==> src/common/int_accept_pkg.sv <==
// Shared constants, types and helpers for the interrupt acceptance block.
// Assumes one core clock where one CPU state equals one clock cycle.
// Notes on behaviour
// RULE1 - Eight-level mode takes highest level request, only if above mask level.
// RULE2 - Equal levels resolve by fixed order, lower vector wins; only winner gets vector.
// RULE3 - Losing requests stay pending and can be taken later.
// RULE4 - A source requests only while its flag and enable bit are both set.
// RULE5 - Single-mask mode accepts maskable requests while global mask is clear.
// RULE6 - Single-mask mode with mask set still accepts the non-maskable request.
// RULE7 - Entry starts only after the current instruction completes.
// RULE8 - Single-mask entry stacks two registers, then sets the global mask; the code sets it at the grant, before stacking.
// RULE9 - Eight-level entry stacks three registers, clears trace, loads accepted level.
// RULE10 - Non-maskable acceptance in eight-level mode sets mask level to seven.
// RULE11 - Eight-level request not above mask level is held pending.
// RULE12 - Eight-level mode ignores global mask for acceptance but sets it on entry.
// RULE13 - Software leaves priority levels at reset values in single-mask mode.
// RULE14 - Priority determination takes three states external, two states internal.
// RULE15 - Stacking takes two accesses with upper mode bit 0, three with it 1.
// RULE16 - Entry has two internal states, after acceptance and after vector fetch.
// RULE17 - Clearing flag or enable acts after the instruction; higher request still wins.
// RULE18 - After control-register instruction all requests wait; mask valid two states later.
// RULE19 - Acceptance suppressed three states after a mask update instruction.
// RULE20 - Byte-count block move accepts nothing, even non-maskable, until done.
// RULE21 - Word-count block move takes requests at breaks; stacked PC is next instruction.
// RULE22 - Mode bits 00 select single-mask, 10 eight-level; other codes prohibited.
// RULE23 - Non-maskable request accepted always, except reset and standby; the code also blocks it during byte-count block moves and the blackout.
// RULE24 - Accepted vector and acceptance strobe appear registered, one cycle after the grant cycle.

package int_accept_pkg;

    localparam int EXT_SRC_NUM = 8;
    localparam int INT_SRC_NUM = 16;
    localparam logic [7:0] NMI_VECTOR = 8'h07;
    localparam logic [7:0] EXT_VEC_BASE = 8'h10;
    localparam logic [7:0] INT_VEC_BASE = 8'h18;
    localparam logic [2:0] NMI_MASK_LEVEL = 3'h7;
    localparam logic [2:0] MASK_LEVEL_RESET = 3'h7;
    localparam logic GLOBAL_MASK_RESET = 1'b1;
    localparam logic TRACE_RESET = 1'b0;
    localparam logic [2:0] SRC_LEVEL_RESET = 3'h7;

    // Timing is printed in CPU states; one state per core clock
    localparam int CYC_PER_STATE = 1;
    localparam int PRIO_EXT_STATES = 3;
    localparam int PRIO_INT_STATES = 2;
    localparam int STACK_ACC_LO = 2;
    localparam int STACK_ACC_HI = 3;
    localparam int MASK_VALID_STATES = 2;
    localparam int BLACKOUT_STATES = 3;
    localparam int PRIO_EXT_CYC = PRIO_EXT_STATES * CYC_PER_STATE;
    localparam int PRIO_INT_CYC = PRIO_INT_STATES * CYC_PER_STATE;
    localparam int MASK_VALID_CYC = MASK_VALID_STATES * CYC_PER_STATE;
    localparam int BLACKOUT_CYC = BLACKOUT_STATES * CYC_PER_STATE;

    typedef enum logic [2:0] {
        ST_IDLE,
        ST_PRIO,
        ST_WAIT_END,
        ST_PROC_A,
        ST_STACK,
        ST_VEC,
        ST_PROC_B
    } entry_state_e;

    // Control-register write from the CPU at the end of a load/logic instruction
    typedef struct packed {
        logic en;
        logic globalMask;
        logic [2:0] maskLevel;
        logic trace;
    } ctl_write_s;

    typedef struct packed {
        logic acceptStrobe;
        logic [7:0] vector;
        logic stackStrobe;
        logic vectorFetch;
        logic entryBusy;
        logic entryDone;
        logic pcNextInsn;
    } entry_out_s;

    function automatic logic [7:0] srcVector(input int idx, input int numExt);
        logic [7:0] v;
        v = (idx < numExt) ? EXT_VEC_BASE + 8'(idx) : INT_VEC_BASE + 8'(idx - numExt);
        return v;
    endfunction

endpackage

==> src/hdl/int_accept_ctrl.sv <==
// Interrupt acceptance, priority and exception-entry sequencing.
// Assumes the CPU core supplies instruction boundaries and control writes.
`timescale 1ns/1ps
`default_nettype none

module int_accept_ctrl #(
    parameter int NUM_EXT = int_accept_pkg::EXT_SRC_NUM,
    parameter int NUM_INT = int_accept_pkg::INT_SRC_NUM,
    parameter int NUM_SRC = NUM_EXT + NUM_INT,
    parameter int IDX_W = $clog2(NUM_SRC)
) (
    // Clock and reset
    input wire logic core_clk,
    input wire logic nrst,
    // Mode select
    input wire logic ctlModeSelHi,
    input wire logic ctlModeSelLo,
    input wire logic standby,
    // Requests, external first then on-chip
    input wire logic nmiReq,
    input wire logic [NUM_SRC-1:0] srcFlag,
    input wire logic [NUM_SRC-1:0] srcEnable,
    input wire logic [NUM_SRC-1:0][2:0] sourcePriorityLevel,
    // CPU status
    input wire logic insnEnd,
    input wire logic blockMoveByteCount,
    input wire logic blockMoveWordBreak,
    input wire int_accept_pkg::ctl_write_s ctlWr,
    // Exception entry
    output int_accept_pkg::entry_out_s entryOut,
    // Mask state
    output logic globalMask,
    output logic [2:0] threeBitMaskLevel,
    output logic traceBit,
    output logic modeIllegal
);
    import int_accept_pkg::*;

    entry_state_e state_ff;
    entry_state_e nxt_state;
    logic [1:0] cnt_ff;
    logic [1:0] nxt_cnt;
    logic [IDX_W-1:0] winIdx_ff;
    logic [2:0] winLvl_ff;
    logic winNmi_ff;
    logic globalMask_ff;
    logic [2:0] maskLevel_ff;
    logic trace_ff;
    logic modeIllegal_ff;
    entry_out_s out_ff;
    entry_out_s nxt_out;

    logic [NUM_SRC-1:0] pend;
    logic selFound;
    logic [IDX_W-1:0] selIdx;
    logic [2:0] selLvl;
    logic levelMode;
    logic applyWr;
    ctl_write_s applyData;
    logic blackout;
    logic blocked;
    logic boundary;
    logic curOk;
    logic curExt;
    logic latchedOk;
    logic grant;
    logic gNmi;
    logic [2:0] gLvl;
    logic [7:0] gVec;
    logic [IDX_W-1:0] gIdx;

    // Only the upper bit decides the mode; lower bit set is flagged
    assign levelMode = ctlModeSelHi; // see RULE22
    assign pend = srcFlag & srcEnable; // see RULE4

    prio_select #(
        .NUM_SRC(NUM_SRC),
        .IDX_W(IDX_W)
    ) u_sel (
        .pend(pend),
        .level(sourcePriorityLevel),
        .levelMode(levelMode),
        .globalMask(globalMask_ff),
        .maskLevel(maskLevel_ff),
        .found(selFound),
        .idx(selIdx),
        .lvl(selLvl)
    );

    mask_write_timer u_tmr (
        .core_clk(core_clk),
        .nrst(nrst),
        .ctlWr(ctlWr),
        .insnEnd(insnEnd),
        .applyWr(applyWr),
        .applyData(applyData),
        .blackout(blackout)
    );

    // Byte block move and standby lock out even the non-maskable request
    assign blocked = standby | blackout | blockMoveByteCount; // see RULE20 see RULE23 see RULE18
    assign boundary = (insnEnd & ~blockMoveByteCount) | blockMoveWordBreak; // see RULE7 see RULE21
    assign curOk = nmiReq | selFound; // see RULE6 see RULE5
    assign curExt = nmiReq | (32'(selIdx) < NUM_EXT);
    // A latched winner stays serviceable if its source was cleared meanwhile
    assign latchedOk = winNmi_ff | (levelMode ? (winLvl_ff > maskLevel_ff) : !globalMask_ff); // see RULE17
    assign grant = (state_ff == ST_WAIT_END) & (curOk | latchedOk) & boundary & ~blocked;
    // Any live request that passes the mask displaces the latched one, even at a lower level
    assign gNmi = curOk ? nmiReq : winNmi_ff; // see RULE17
    assign gIdx = curOk ? selIdx : winIdx_ff;
    assign gLvl = gNmi ? NMI_MASK_LEVEL : (curOk ? selLvl : winLvl_ff);
    assign gVec = gNmi ? NMI_VECTOR : srcVector(int'(gIdx), NUM_EXT);

    always_comb
    begin
        nxt_state = state_ff;
        nxt_cnt = cnt_ff;
        unique case (state_ff)
            ST_IDLE:
            begin
                if (curOk && !blocked)
                begin
                    nxt_state = ST_PRIO;
                    nxt_cnt = curExt ? 2'(PRIO_EXT_CYC - 1) : 2'(PRIO_INT_CYC - 1); // see RULE14
                end
            end
            ST_PRIO:
            begin
                if (cnt_ff == 2'h0)
                    nxt_state = ST_WAIT_END;
                else
                    nxt_cnt = cnt_ff - 2'h1;
            end
            ST_WAIT_END:
            begin
                if (grant)
                    nxt_state = ST_PROC_A; // see RULE16
                else if (!curOk && !latchedOk)
                    nxt_state = ST_IDLE; // see RULE11 see RULE3
            end
            ST_PROC_A:
            begin
                nxt_state = ST_STACK;
                nxt_cnt = ctlModeSelHi ? 2'(STACK_ACC_HI - 1) : 2'(STACK_ACC_LO - 1); // see RULE15
            end
            ST_STACK:
            begin
                if (cnt_ff == 2'h0)
                    nxt_state = ST_VEC;
                else
                    nxt_cnt = cnt_ff - 2'h1;
            end
            ST_VEC:
                nxt_state = ST_PROC_B; // see RULE16
            ST_PROC_B:
                nxt_state = ST_IDLE;
            default:
                nxt_state = ST_IDLE;
        endcase
    end

    always_comb
    begin
        nxt_out = out_ff;
        nxt_out.acceptStrobe = grant; // see RULE24
        nxt_out.stackStrobe = (nxt_state == ST_STACK);
        nxt_out.vectorFetch = (nxt_state == ST_VEC);
        nxt_out.entryBusy = (nxt_state == ST_PROC_A) || (nxt_state == ST_STACK) ||
                            (nxt_state == ST_VEC) || (nxt_state == ST_PROC_B);
        nxt_out.entryDone = (state_ff == ST_PROC_B);
        if (grant)
        begin
            nxt_out.vector = gVec; // see RULE2
            nxt_out.pcNextInsn = blockMoveWordBreak; // see RULE21
        end
    end

    always_ff @(posedge core_clk)
    begin
        if (!nrst)
        begin
            state_ff <= ST_IDLE;
            cnt_ff <= 2'h0;
            out_ff <= '0;
            modeIllegal_ff <= 1'b0;
        end
        else
        begin
            state_ff <= nxt_state;
            cnt_ff <= nxt_cnt;
            out_ff <= nxt_out;
            modeIllegal_ff <= ctlModeSelLo;
        end
    end

    // Winner latched when priority determination starts
    always_ff @(posedge core_clk)
    begin
        if (!nrst)
        begin
            winIdx_ff <= '0;
            winLvl_ff <= 3'h0;
            winNmi_ff <= 1'b0;
        end
        else if (state_ff == ST_IDLE && nxt_state == ST_PRIO)
        begin
            winIdx_ff <= selIdx;
            winLvl_ff <= nmiReq ? NMI_MASK_LEVEL : selLvl;
            winNmi_ff <= nmiReq;
        end
    end

    // Mask state: entry updates win over a delayed CPU write
    always_ff @(posedge core_clk)
    begin
        if (!nrst)
        begin
            globalMask_ff <= GLOBAL_MASK_RESET;
            maskLevel_ff <= MASK_LEVEL_RESET;
            trace_ff <= TRACE_RESET;
        end
        else if (grant)
        begin
            globalMask_ff <= 1'b1; // see RULE8 see RULE12
            if (levelMode)
            begin
                maskLevel_ff <= gLvl; // see RULE9 see RULE10
                trace_ff <= 1'b0; // see RULE9
            end
        end
        else if (applyWr)
        begin
            globalMask_ff <= applyData.globalMask; // see RULE18
            maskLevel_ff <= applyData.maskLevel;
            trace_ff <= applyData.trace;
        end
    end

    assign entryOut = out_ff;
    assign globalMask = globalMask_ff;
    assign threeBitMaskLevel = maskLevel_ff;
    assign traceBit = trace_ff;
    assign modeIllegal = modeIllegal_ff;
endmodule

`default_nettype wire

==> src/hdl/prio_select.sv <==
// Combinational priority pick among enabled maskable requests.
// Assumes the caller supplies the live mask state and mode.
`timescale 1ns/1ps
`default_nettype none

module prio_select #(
    parameter int NUM_SRC = 24,
    parameter int IDX_W = $clog2(NUM_SRC)
) (
    // Requests
    input wire logic [NUM_SRC-1:0] pend,
    input wire logic [NUM_SRC-1:0][2:0] level,
    // Mask state
    input wire logic levelMode,
    input wire logic globalMask,
    input wire logic [2:0] maskLevel,
    // Result
    output logic found,
    output logic [IDX_W-1:0] idx,
    output logic [2:0] lvl
);
    logic any;
    logic [IDX_W-1:0] bestIdx;
    logic [2:0] bestLvl;

    // Downward scan with >= lets the lower index win on equal level
    always_comb
    begin
        any = 1'b0;
        bestIdx = '0;
        bestLvl = 3'h0;
        for (int i = NUM_SRC - 1; i >= 0; i--)
        begin
            if (pend[i] && (!any || (levelMode ? level[i] : 3'h0) >= bestLvl)) // see RULE2
            begin
                any = 1'b1;
                bestIdx = IDX_W'(i);
                bestLvl = levelMode ? level[i] : 3'h0;
            end
        end
    end

    // Best is compared once; no fall-through to a lower request
    assign found = any && (levelMode ? (bestLvl > maskLevel) : !globalMask); // see RULE1
    assign idx = bestIdx;
    assign lvl = bestLvl;

endmodule

`default_nettype wire

==> src/hdl/mask_write_timer.sv <==
// Delays CPU mask writes and produces the acceptance blackout window.
// Assumes ctlWr pulses once in the cycle its instruction ends.
`timescale 1ns/1ps
`default_nettype none

module mask_write_timer (
    // Clock and reset
    input wire logic core_clk,
    input wire logic nrst,
    // CPU side
    input wire int_accept_pkg::ctl_write_s ctlWr,
    input wire logic insnEnd,
    // Results
    output logic applyWr,
    output int_accept_pkg::ctl_write_s applyData,
    output logic blackout
);
    import int_accept_pkg::*;

    logic [1:0] dlyCnt_ff;
    logic [1:0] blkCnt_ff;
    logic waitInsn_ff;
    ctl_write_s hold_ff;
    logic [1:0] nxt_dlyCnt;
    logic [1:0] nxt_blkCnt;
    logic nxt_waitInsn;

    assign nxt_dlyCnt = ctlWr.en ? 2'(MASK_VALID_CYC - 1) : (dlyCnt_ff != 2'h0 ? dlyCnt_ff - 2'h1 : 2'h0);
    assign nxt_blkCnt = ctlWr.en ? 2'(BLACKOUT_CYC) : (blkCnt_ff != 2'h0 ? blkCnt_ff - 2'h1 : 2'h0);
    // The writing instruction's own end does not count as the next one
    assign nxt_waitInsn = ctlWr.en | (waitInsn_ff & ~insnEnd);

    always_ff @(posedge core_clk)
    begin
        if (!nrst)
        begin
            dlyCnt_ff <= 2'h0;
            blkCnt_ff <= 2'h0;
            waitInsn_ff <= 1'b0;
            hold_ff <= '0;
        end
        else
        begin
            dlyCnt_ff <= nxt_dlyCnt;
            blkCnt_ff <= nxt_blkCnt;
            waitInsn_ff <= nxt_waitInsn;
            if (ctlWr.en)
                hold_ff <= ctlWr;
        end
    end

    assign applyWr = (dlyCnt_ff == 2'h1); // see RULE18
    assign applyData = hold_ff;
    assign blackout = ctlWr.en | (blkCnt_ff != 2'h0) | waitInsn_ff; // see RULE19

endmodule

`default_nettype wire

==> config.mk <==
export PLATFORM = sky130hd
export DESIGN_NAME = int_accept_ctrl
export DESIGN_NICKNAME = d
export VERILOG_FILES = /design/src/common/int_accept_pkg.sv /design/src/hdl/int_accept_ctrl.sv /design/src/hdl/prio_select.sv /design/src/hdl/mask_write_timer.sv
export SDC_FILE = /design/constraint.sdc
export NUM_CORES = 1
export LEC_CHECK = 0
export ABC_CLOCK_PERIOD_IN_PS = 34600
export BUFFER_PORTS_ARGS = -buffer_cell sky130_fd_sc_hd__buf_2
export CAP_MARGIN = 20
export CORE_MARGIN = 2
export CORE_UTILIZATION = 50
export DETAILED_ROUTE_END_ITERATION = 10
export PLACE_DENSITY = 0.8
export SYNTH_ARGS = -nofsm -noshare
export SYNTH_HDL_FRONTEND = slang
export SYNTH_HIERARCHICAL = 1
export SYNTH_SLANG_ARGS = --single-unit
==> constraint.sdc <==
create_clock -name core_clk -period 34.6 [get_ports core_clk]
set_input_delay 5.19 -clock core_clk [delete_from_list [all_inputs] [get_ports core_clk]]
set_output_delay 5.19 -clock core_clk [all_outputs]
set_load 0.02 [all_outputs]
# Yosys cells after proc, flatten, opt, wreduce, memory -nomap -nowiden
# Index checks and enable logic that the tools add are counted.
# Widths: inputs -> output; s select.
# op_classes
eq_ne	15
n_addsub	6
reduce_logical	91
n_lt_le_gt_ge	27
n_bitwise	21
mux	126
# ops
cell	n
$mux 3	59
$mux 5	25
$ge 3x3->1	23
$mux 1	32
$logic_and 1x1->1	27
$logic_not 1->1	27
$logic_or 1x1->1	26
$and 24x24->24	1
$eq 3x3->1 const B	6
$pmux 3 s6	1
$mux 8	2
$mux 2	6
$lt 5x4->1 const B	2
$or 1x1->1	10
$eq 3x2->1 const B	3
$add 6x6->7 const A	1
$add 5x5->6 const A	1
$eq 3x1->1 const B	2
$gt 3x3->1	2
$ne 2x2->1 const B	3
$pmux 2 s3	1
$reduce_bool 2->1	3
$sub 2x1->2 const B	3
$sub 5x4->6 const B	1
other kinds (10)	19
# word_totals
word_cells	309
in_bits	135
output_inout_bits	20
reg_bits	44

# Depth between registers and ports, before layout
# Gate-level depths: netlist of the first run.
# logic_depth
word_depth	108
depth_mapped	181
mapped_depth_nobuf	175

# By module
# The synthesis of the first run kept the hierarchy.
# modules_own_cells
module	area_per_inst_um2	cells_per_inst	seq_area_each_um2	n_inst
prio_select	4017.6	602	0.0	1
int_accept_ctrl	1752.9	226	660.6	1
mask_write_timer	427.9	38	220.2	1

# Worst setup path after synthesis of the first run
# Ideal clock, no wire load.
# synth_path
path_kind	in2reg
start	input ctlModeSelHi
end	register out_ff (netlist bit entryOut[10])
setup_time_ns	0.071
path_slack_ns	-2.646
cell_stages	164
arrival_ns	37.176
path_buffers	6
required_time_ns	34.529
cell_sequence	clkbuf_1 clkbuf_1 nand3_1 ha_1 nand2_1 o211ai_1 a21boi_0 or2_2 ha_1 nand2b_1 a2111o_1 and2_1 clkbuf_1 o31ai_1 ha_1 o21ai_0 o211ai_1 nand2_1 [... 128 more ...] nand3_1 o21ai_0 ha_1 nand2b_1 a21oi_1 nor2b_1 o31ai_1 nand2b_1 o221ai_1 ha_1 a31oi_1 a21oi_1 a21oi_1 nor4_1 o21ai_1 nand3_2 or4_1 a21oi_1
# synth_between
elab_chain_len	103
elab_cells_between_ends	203
cone_classes	3 x add/sub; 25 x order compare; 100 x mux; 6 x bitwise; 69 x reduce/logical
# synth_lines
item	line	source
start: declaration	int_accept_ctrl.sv:16	input wire logic ctlModeSelHi,
$mux 3	prio_select.sv:38	bestLvl = levelMode ? level[i] : 3'h0;
$mux 3	prio_select.sv:34	if (pend[i] && (!any || (levelMode ? level[i] : 3'h0) >= bestLvl))
$ge 3x3->1	prio_select.sv:34	
$logic_or 1x1->1	prio_select.sv:34	
$logic_and 1x1->1	prio_select.sv:34	
$mux 3 or $mux 1 (tied branches)	prio_select.sv:34	
$ge 3x3->1 or $logic_not 1->1 (tied branches)	prio_select.sv:34	
$logic_or 1x1->1	prio_select.sv:34	
[... 86 more ...]	--	
net selLvl[2]	int_accept_ctrl.sv:56	logic [2:0] selLvl;
[... 2 more ...]	--	
$logic_and 1x1->1 *	prio_select.sv:44	assign found = any && (levelMode ? (bestLvl > maskLevel) : !globalMask);
net selFound	int_accept_ctrl.sv:54	logic selFound;
$or 1x1->1 *	int_accept_ctrl.sv:103	assign curOk = nmiReq | selFound;
$mux 5	int_accept_ctrl.sv:110	assign gIdx = curOk ? selIdx : winIdx_ff;
$sub 5x4->6	int_accept_pkg.sv:85	v = (idx < numExt) ? EXT_VEC_BASE + 8'(idx) : INT_VEC_BASE + 8'(idx - numExt);
$add 6x6->7	int_accept_pkg.sv:85	
$mux 8	int_accept_pkg.sv:85	
$mux 8	int_accept_ctrl.sv:112	assign gVec = gNmi ? NMI_VECTOR : srcVector(int'(gIdx), NUM_EXT);
end signal: assignment	int_accept_ctrl.sv:191	out_ff <= nxt_out;
end: declaration	int_accept_ctrl.sv:50	entry_out_s out_ff;
# Mark *: on every way through the listed nets, which the timed path passes. The rest lies on a longest branch.
# A chain may end at the register's enable or synchronous reset.

# Worst setup path after layout of the first run
# layout_path
start	input srcFlag[23]
end	register out_ff (netlist bit entryOut[0])
# layout_between
elab_chain_len	102
elab_cells_between_ends	149
cone_classes	24 x order compare; 49 x mux; 6 x bitwise; 70 x reduce/logical
# layout_lines
item	line	source
start: declaration	int_accept_ctrl.sv:21	input wire logic [NUM_SRC-1:0] srcFlag,
$and 24x24->24 *	int_accept_ctrl.sv:74	assign pend = srcFlag & srcEnable;
net pend[23]	int_accept_ctrl.sv:53	logic [NUM_SRC-1:0] pend;
$mux 3 or $mux 1 (tied branches)	prio_select.sv:34	
$ge 3x3->1 or $logic_not 1->1 (tied branches)	prio_select.sv:34	
$logic_or 1x1->1	prio_select.sv:34	
$logic_and 1x1->1	prio_select.sv:34	
$mux 3 or $mux 1 (tied branches)	prio_select.sv:34	
$ge 3x3->1 or $logic_not 1->1 (tied branches)	prio_select.sv:34	
[... 87 more ...]	--	
net selLvl[1]	int_accept_ctrl.sv:56	
$gt 3x3->1 *	prio_select.sv:44	
$mux 1 *	prio_select.sv:44	
$logic_and 1x1->1 *	prio_select.sv:44	
net selFound	int_accept_ctrl.sv:54	
$or 1x1->1 *	int_accept_ctrl.sv:103	
$or 1x1->1 *	int_accept_ctrl.sv:107	assign grant = (state_ff == ST_WAIT_END) & (curOk | latchedOk) & boundary & ~blocked;
$and 1x1->1 * (3 in a row)	int_accept_ctrl.sv:107	
# Marks and branches as above.

==> results of run 1 <==
## power groups by stage
stage          clock network (mW)  logic [mW]  registers, mW
2_1_floorplan                   0       0.233         0.0537
3_3_place_gp                    0       0.364         0.0536
3_5_place_dp                    0       0.378         0.0537
4_1_cts                    0.0544       0.411         0.0526
5_1_grt                    0.0561       0.631         0.0530
6_report                   0.0555       0.607         0.0530
## layer usage
| metal | vias to the layer above | share of wire [%] | GRT usage, % |
|---|---|---|---|
| li1 | 3846 | - | - |
| met1 | 4212 | 34 | 37.4 |
| met2 | 870 | 46 | 56.2 |
| met3 | 319 | 10 | 3.80 |
| met4 | 0 | 9.4 | 11.7 |
| met5 | - | 0 | 0 |
## worst paths after layout
path                        startpoint      endpoint  cells past startpoint
hold reg to reg           winIdx_ff[0]  winIdx_ff[0]                      2
setup reg to reg  threeBitMaskLevel[1]  entryOut[10]                     12
setup / recovery           srcFlag[23]   entryOut[0]                    169
hold / removal            winIdx_ff[0]  winIdx_ff[0]                      2
## final cells by class
class	count	area share, %
Multi-Input combinational cell	726	61.2
Timing Repair Buffer	385	25.0
Sequential cell	43	8.24
Inverter	62	2.23
Tap cell	147	1.76
Clock buffer	5	1.20
Clock inverter	3	0.419
## flip-flops by register name, indices dropped and copies added (netlist names), 2 cells and up
register	cells
u_tmr/blkCnt_ff	2
threeBitMaskLevel	3
winLvl_ff	3
u_tmr/dlyCnt_ff	2
entryOut	13
u_tmr/applyData	5
winIdx_ff	5
state_ff	3
cnt_ff	2
## critical path, delay by kind of cell
kind / cells / cell delay (ns)
AO/OA/AOI/OAI: 81 / 16.19
adder cells (fa/ha/maj): 24 / 6.42
buffers and inverters: 15 / 1.79
multiplexers: 5 / 1.29
AND/OR/NAND/NOR: 44 / 6.05
## per-stage QoR
stage	power, mW	util [%]	setup TNS, ns	std cells	hold slack, ns
after detailed placement	0.432	69.7	-36.77	1288	0.446
after floorplan	0.286	-	0	864	0.432
after global placement	0.417	69.7	-18.09	1288	0.438
after global routing	0.740	87.0	-85.32	1371	0.481
final	0.715	87.0	-61.43	1371	0.468
after CTS	0.518	74.1	0	1322	0.458
## repair_timing
item                       CTS  global route
setup endpoints to repair   30            30
resized for setup           43           231
hold endpoints to repair     0             0
pin swaps                   42           153
setup buffers               26            52
==> metrics, run 1 <==
status finished, violations left; failing checks setup timing; clock buffer depth 2; Comb power frac 84.8%; Pre-antenna DRT Iters 7; crit-path max FO 7; fin nets 1437; net switching power roughly 0.33 mW; TritonCTS Sinks 43; Max Cap Viol 0; WP data arrival 36.98 ns; post-synthesis cell count 864; die extent in y 115 um; Detailed Route Iter0 Violations 1211; Root Driver clkbuf_16; initial core utilization 51.4%; DR WL/cell ~23 um; power density cells 68.4 nW/um^2; clk slew on worst S/H paths 0.07 ns; Final Max Slew Viols 0; most frequent CP cell ha_1; Worst EP required about 35 ns; first-pass GRT wire length roughly 34 mm; row count 40; Clock power frac 7.8%; Avg Cell Area, Syn 7.14 um^2; TritonCTS clock tree built; DR vias 9247; switching portion of total power 46.1%; FF/Latch Area around 860 um^2; Fin. Hold Viols 0; final setup vio count 30; diodes inserted 0; crit end category flop; most frequent cells in the layout 211 x buf_4, 153 x buf_2, 84 x nand2_1; period utilization 106%; Largest stage delay, worst path 0.40 ns; DP HPWL 16.0 mm; DP Worst Slack -1.43 ns; RSZ-0062 raised after global routing yes; GRT Total Usage 31.0%; Mapped Nets 1078; Overflow after GRT 0; clock skew 0.00445 ns; clock period minus worst slack 36.84 ns; Syn-to-layout area delta 69.3%; Internal 0.385 mW; Final GP Congestion 0.930; R2R Setup Slk 31.85 ns; Worst Max-Slew Pin Slew 1.34 ns; vias in the first global route 7698; share of layout cells above drive strength 1 between 50 and 60%; CTS hold repair buffers 0; core area 12000 um^2; commonest non-fill, non-tap cell in the layout buf_4; Max VDD drop 36.9 uV; fin worst setup slack -2.24 ns; Post-Syn Area 6170 um^2; clk_lat worst skew between 0.2 and 0.3 ns; Min-Delay Path Class flop to flop; cts bufs inserted 5; H-tree lvl count 2; highest-delay cell along the critical path a2111o_1; WS Path Type primary input to flop; Design Area, Final 10400 um^2; routed wire length 31.7 mm; Fillers slightly above 500; port bufs 154; # IOs ~160; Worst slew margin 10.5%; largest net degree at the start of global routing 49; multi-input logic area 6390 um^2; DIE WIDTH ~120 um; fmax 27.1 MHz; initial antenna violation count 0; sequential share of power 7.4%; ANT nets after route 0; Residual DRC 0; leakage power between 4 and 5 nW; die area 13200 um^2; vias per inst just under 7; CP Launch Type primary input; Yosys warning count 6; Placement Cell Area 8370 um^2
Note: power is estimated with default switching activity, not from simulation.
==> inputs of run 2 (changes only) <==
--- a/config.mk
+++ b/config.mk
@@ -8,6 +8,7 @@
 export ABC_CLOCK_PERIOD_IN_PS = 34600
 export BUFFER_PORTS_ARGS = -buffer_cell sky130_fd_sc_hd__buf_2
 export CAP_MARGIN = 20
+export CORE_ASPECT_RATIO = 1.1
 export CORE_MARGIN = 2
 export CORE_UTILIZATION = 50
 export DETAILED_ROUTE_END_ITERATION = 10
==> run 2 against run 1 <==
  * The flow still finishes with violations (setup timing)
  * Clock skew up 0.0060 ns
  * Flip-flop and latch count unchanged
  * Highest routed layer unchanged
  * Via count down 1.1%
  * Sequential power about the same
  * Maximum frequency up 1.9%
==> metrics, run 2 (synthesis results as in run 1) <==
fin worst setup slack -1.54 ns (+0.699 ns); vias per inst 6.68 (-1.0%); fin nets 1429 (-0.56%); commonest non-fill, non-tap cell in the layout buf_4; Clock power frac 7.9% (about the same); TritonCTS Sinks 43 (unchanged); Internal 0.377 mW (-2.1%); GRT Total Usage 29.9% (-1.1 points); Largest stage delay, worst path 0.41 ns (about the same); clk slew on worst S/H paths 0.07 ns (about the same); row count 42 (+5.0%); cell family with most CP delay compound AO/OA/AOI/OAI gates; most frequent CP cell ha_1; ANT nets after route 0 (unchanged); leakage power 4.86 nW (-1.0%); Max Cap Viol 0 (unchanged); clock buffer depth 2 (unchanged); Hold Crit Depth 2 (unchanged); R2R Setup Slk 31.90 ns (+0.05 ns); Detailed Route Iter0 Violations 1029 (-15%); failing checks setup timing; Worst slew margin 12.4% (+1.9 points); WP data arrival 36.34 ns (-0.64 ns); clock period minus worst slack 36.14 ns (-0.699 ns); # IOs 155 (unchanged); CTS hold repair buffers 0 (unchanged); RSZ-0062 raised after global routing yes; cts bufs inserted 5 (unchanged); Overflow after GRT 0 (unchanged); DP HPWL 15.9 mm (-0.58%); largest net degree at the start of global routing 49 (unchanged); DIE WIDTH 110 um (-4.5%); Worst EP required 34.80 ns (+0.06 ns); die area 13200 um^2 (about the same); power density cells 67.1 nW/um^2 (-2.0%); routed wire length 30.8 mm (-2.8%); CP Buf/Inv Count 21 (+6); port bufs 154 (unchanged); worst r2r src u_tmr/waitInsn_ff; R2R depth 7 (-5); DR WL/cell 22.5 um (-2.7%); first-pass GRT wire length 32.7 mm (-4.1%); diodes inserted 0 (unchanged); Worst Hold Endpoint entryOut[8]; clk_lat worst skew 0.29 ns (about the same); final setup vio count 30 (unchanged); status finished, violations left; sequential share of power 7.7% (+0.3 points); switching portion of total power 45.1% (-1.0 points); Worst Max-Slew Pin Slew 1.28 ns (-0.0570 ns); die extent in y 121 um (+4.7%); TNS Setup -39.13 ns (+22.30 ns); initial antenna violation count 0 (unchanged); initial core utilization 51.3% (-0.096 points); WS Path Type primary input to flop; Root Driver clkbuf_16; Fin. Hold Viols 0 (unchanged); TritonCTS clock tree built; Residual DRC 0 (unchanged); max FFs per register 13 (unchanged); hold_sp entryOut[8]; net switching power 0.309 mW (-6.1%); Final Max Slew Viols 0 (unchanged); Min-Delay Path Class flop to flop; final hold slack 0.465 ns (-0.00236 ns); core area 12000 um^2 (+0.19%); crit end category flop; CP Launch Type primary input; Final GP Congestion 0.961 (+3.4%); vias in the first global route 7477 (-2.9%); fmax 27.7 MHz (+1.9%); crit-path max FO 6 (-1); most frequent cells in the layout 199 x buf_4, 153 x buf_2, 86 x nand2_1; H-tree lvl count 2 (unchanged); DR vias 9147 (-1.1%); highest-delay cell along the critical path a2111o_1; share of layout cells above drive strength 1 50.8% (-1.5 points); Syn-to-layout area delta 65.9%; period utilization 104% (-2.0 points); reg-to-reg endpoint threeBitMaskLevel[0]; Pre-antenna DRT Iters 6 (-1); clock skew 0.0105 ns (+0.00604 ns); Comb power frac 84.4% (-0.4 points); Max VDD drop 50.1 uV (+36%)
-- run 2: area by class of cell --
class                      count  area [um^2]
sequential                    43          861
timing repair buffer         377         2560
clock buffer                   5          125
multi-input combinational    726         6230
tap                          154          193
fill                         552         1790
clock inverter                 3         43.8
inverter                      62          233
-- run 2: how the worst max path moves through the flow --
| stage | start | endpoint | slack, ns | cells past startpoint |
|---|---|---|---|---|
| after floorplan | ctlModeSelHi | entryOut[10] | 0.04 | 165 |
| after global placement | srcFlag[23] | entryOut[9] | -0.30 | 166 |
| after detailed placement | srcFlag[23] | entryOut[9] | -1.21 | 169 |
| after CTS | srcFlag[23] | entryOut[9] | 0.004 | 170 |
| after global routing | srcEnable[23] | threeBitMaskLevel[0] | -2.55 | 172 |
| final | srcEnable[23] | threeBitMaskLevel[0] | -1.54 | 169 |
-- run 2: through the flow --
step	cells	worst slack [ns]	total power [mW]	util, %	cell area (um^2)
final	1370	-1.54	0.687	85.1	10200
after floorplan	864	0.0444	0.286	-	6420
after global routing	1370	-2.55	0.714	85.1	10200
after CTS	1320	0.00364	0.495	72.8	8760
after global placement	1294	-0.305	0.416	69.7	8390
after detailed placement	1294	-1.21	0.426	69.7	8390
-- run 2: power groups by stage --
| stage | clock [mW] | combinational, mW | sequential [mW] |
|---|---|---|---|
| 2_1_floorplan | 0 | 0.233 | 0.0537 |
| 3_3_place_gp | 0 | 0.362 | 0.0535 |
| 5_1_grt | 0.0571 | 0.604 | 0.0530 |
| 3_5_place_dp | 0 | 0.372 | 0.0536 |
| 6_report | 0.0542 | 0.579 | 0.0530 |
| 4_1_cts | 0.0531 | 0.389 | 0.0525 |
-- run 2: worst register-to-register path: cells and delay by family, from the launching register on --
kind | cells | cell delay, ns
multiplexers | 1 | 0.32
AND/OR/NAND/NOR | 4 | 1.55
flip-flops | 1 | 0.31
buffers and inverters | 1 | 0.19
AO/OA/AOI/OAI | 1 | 0.25
-- run 2: per-layer routing --
layer  share of wire [%]  up-vias  GRT usage [%]
met4                 9.6        0           10.8
met2                  47      820           54.3
met1                  34     4190           35.3
met5                   0        -              0
li1                    -     3826              -
met3                 9.4      311           3.72
-- run 2: what timing repair did --
action / 4_1_cts / 5_1_grt
setup buffers: 18 / 52
pin swaps: 18 / 147
setup endpoints to repair: 30 / 30
gates resized for setup: 24 / 227
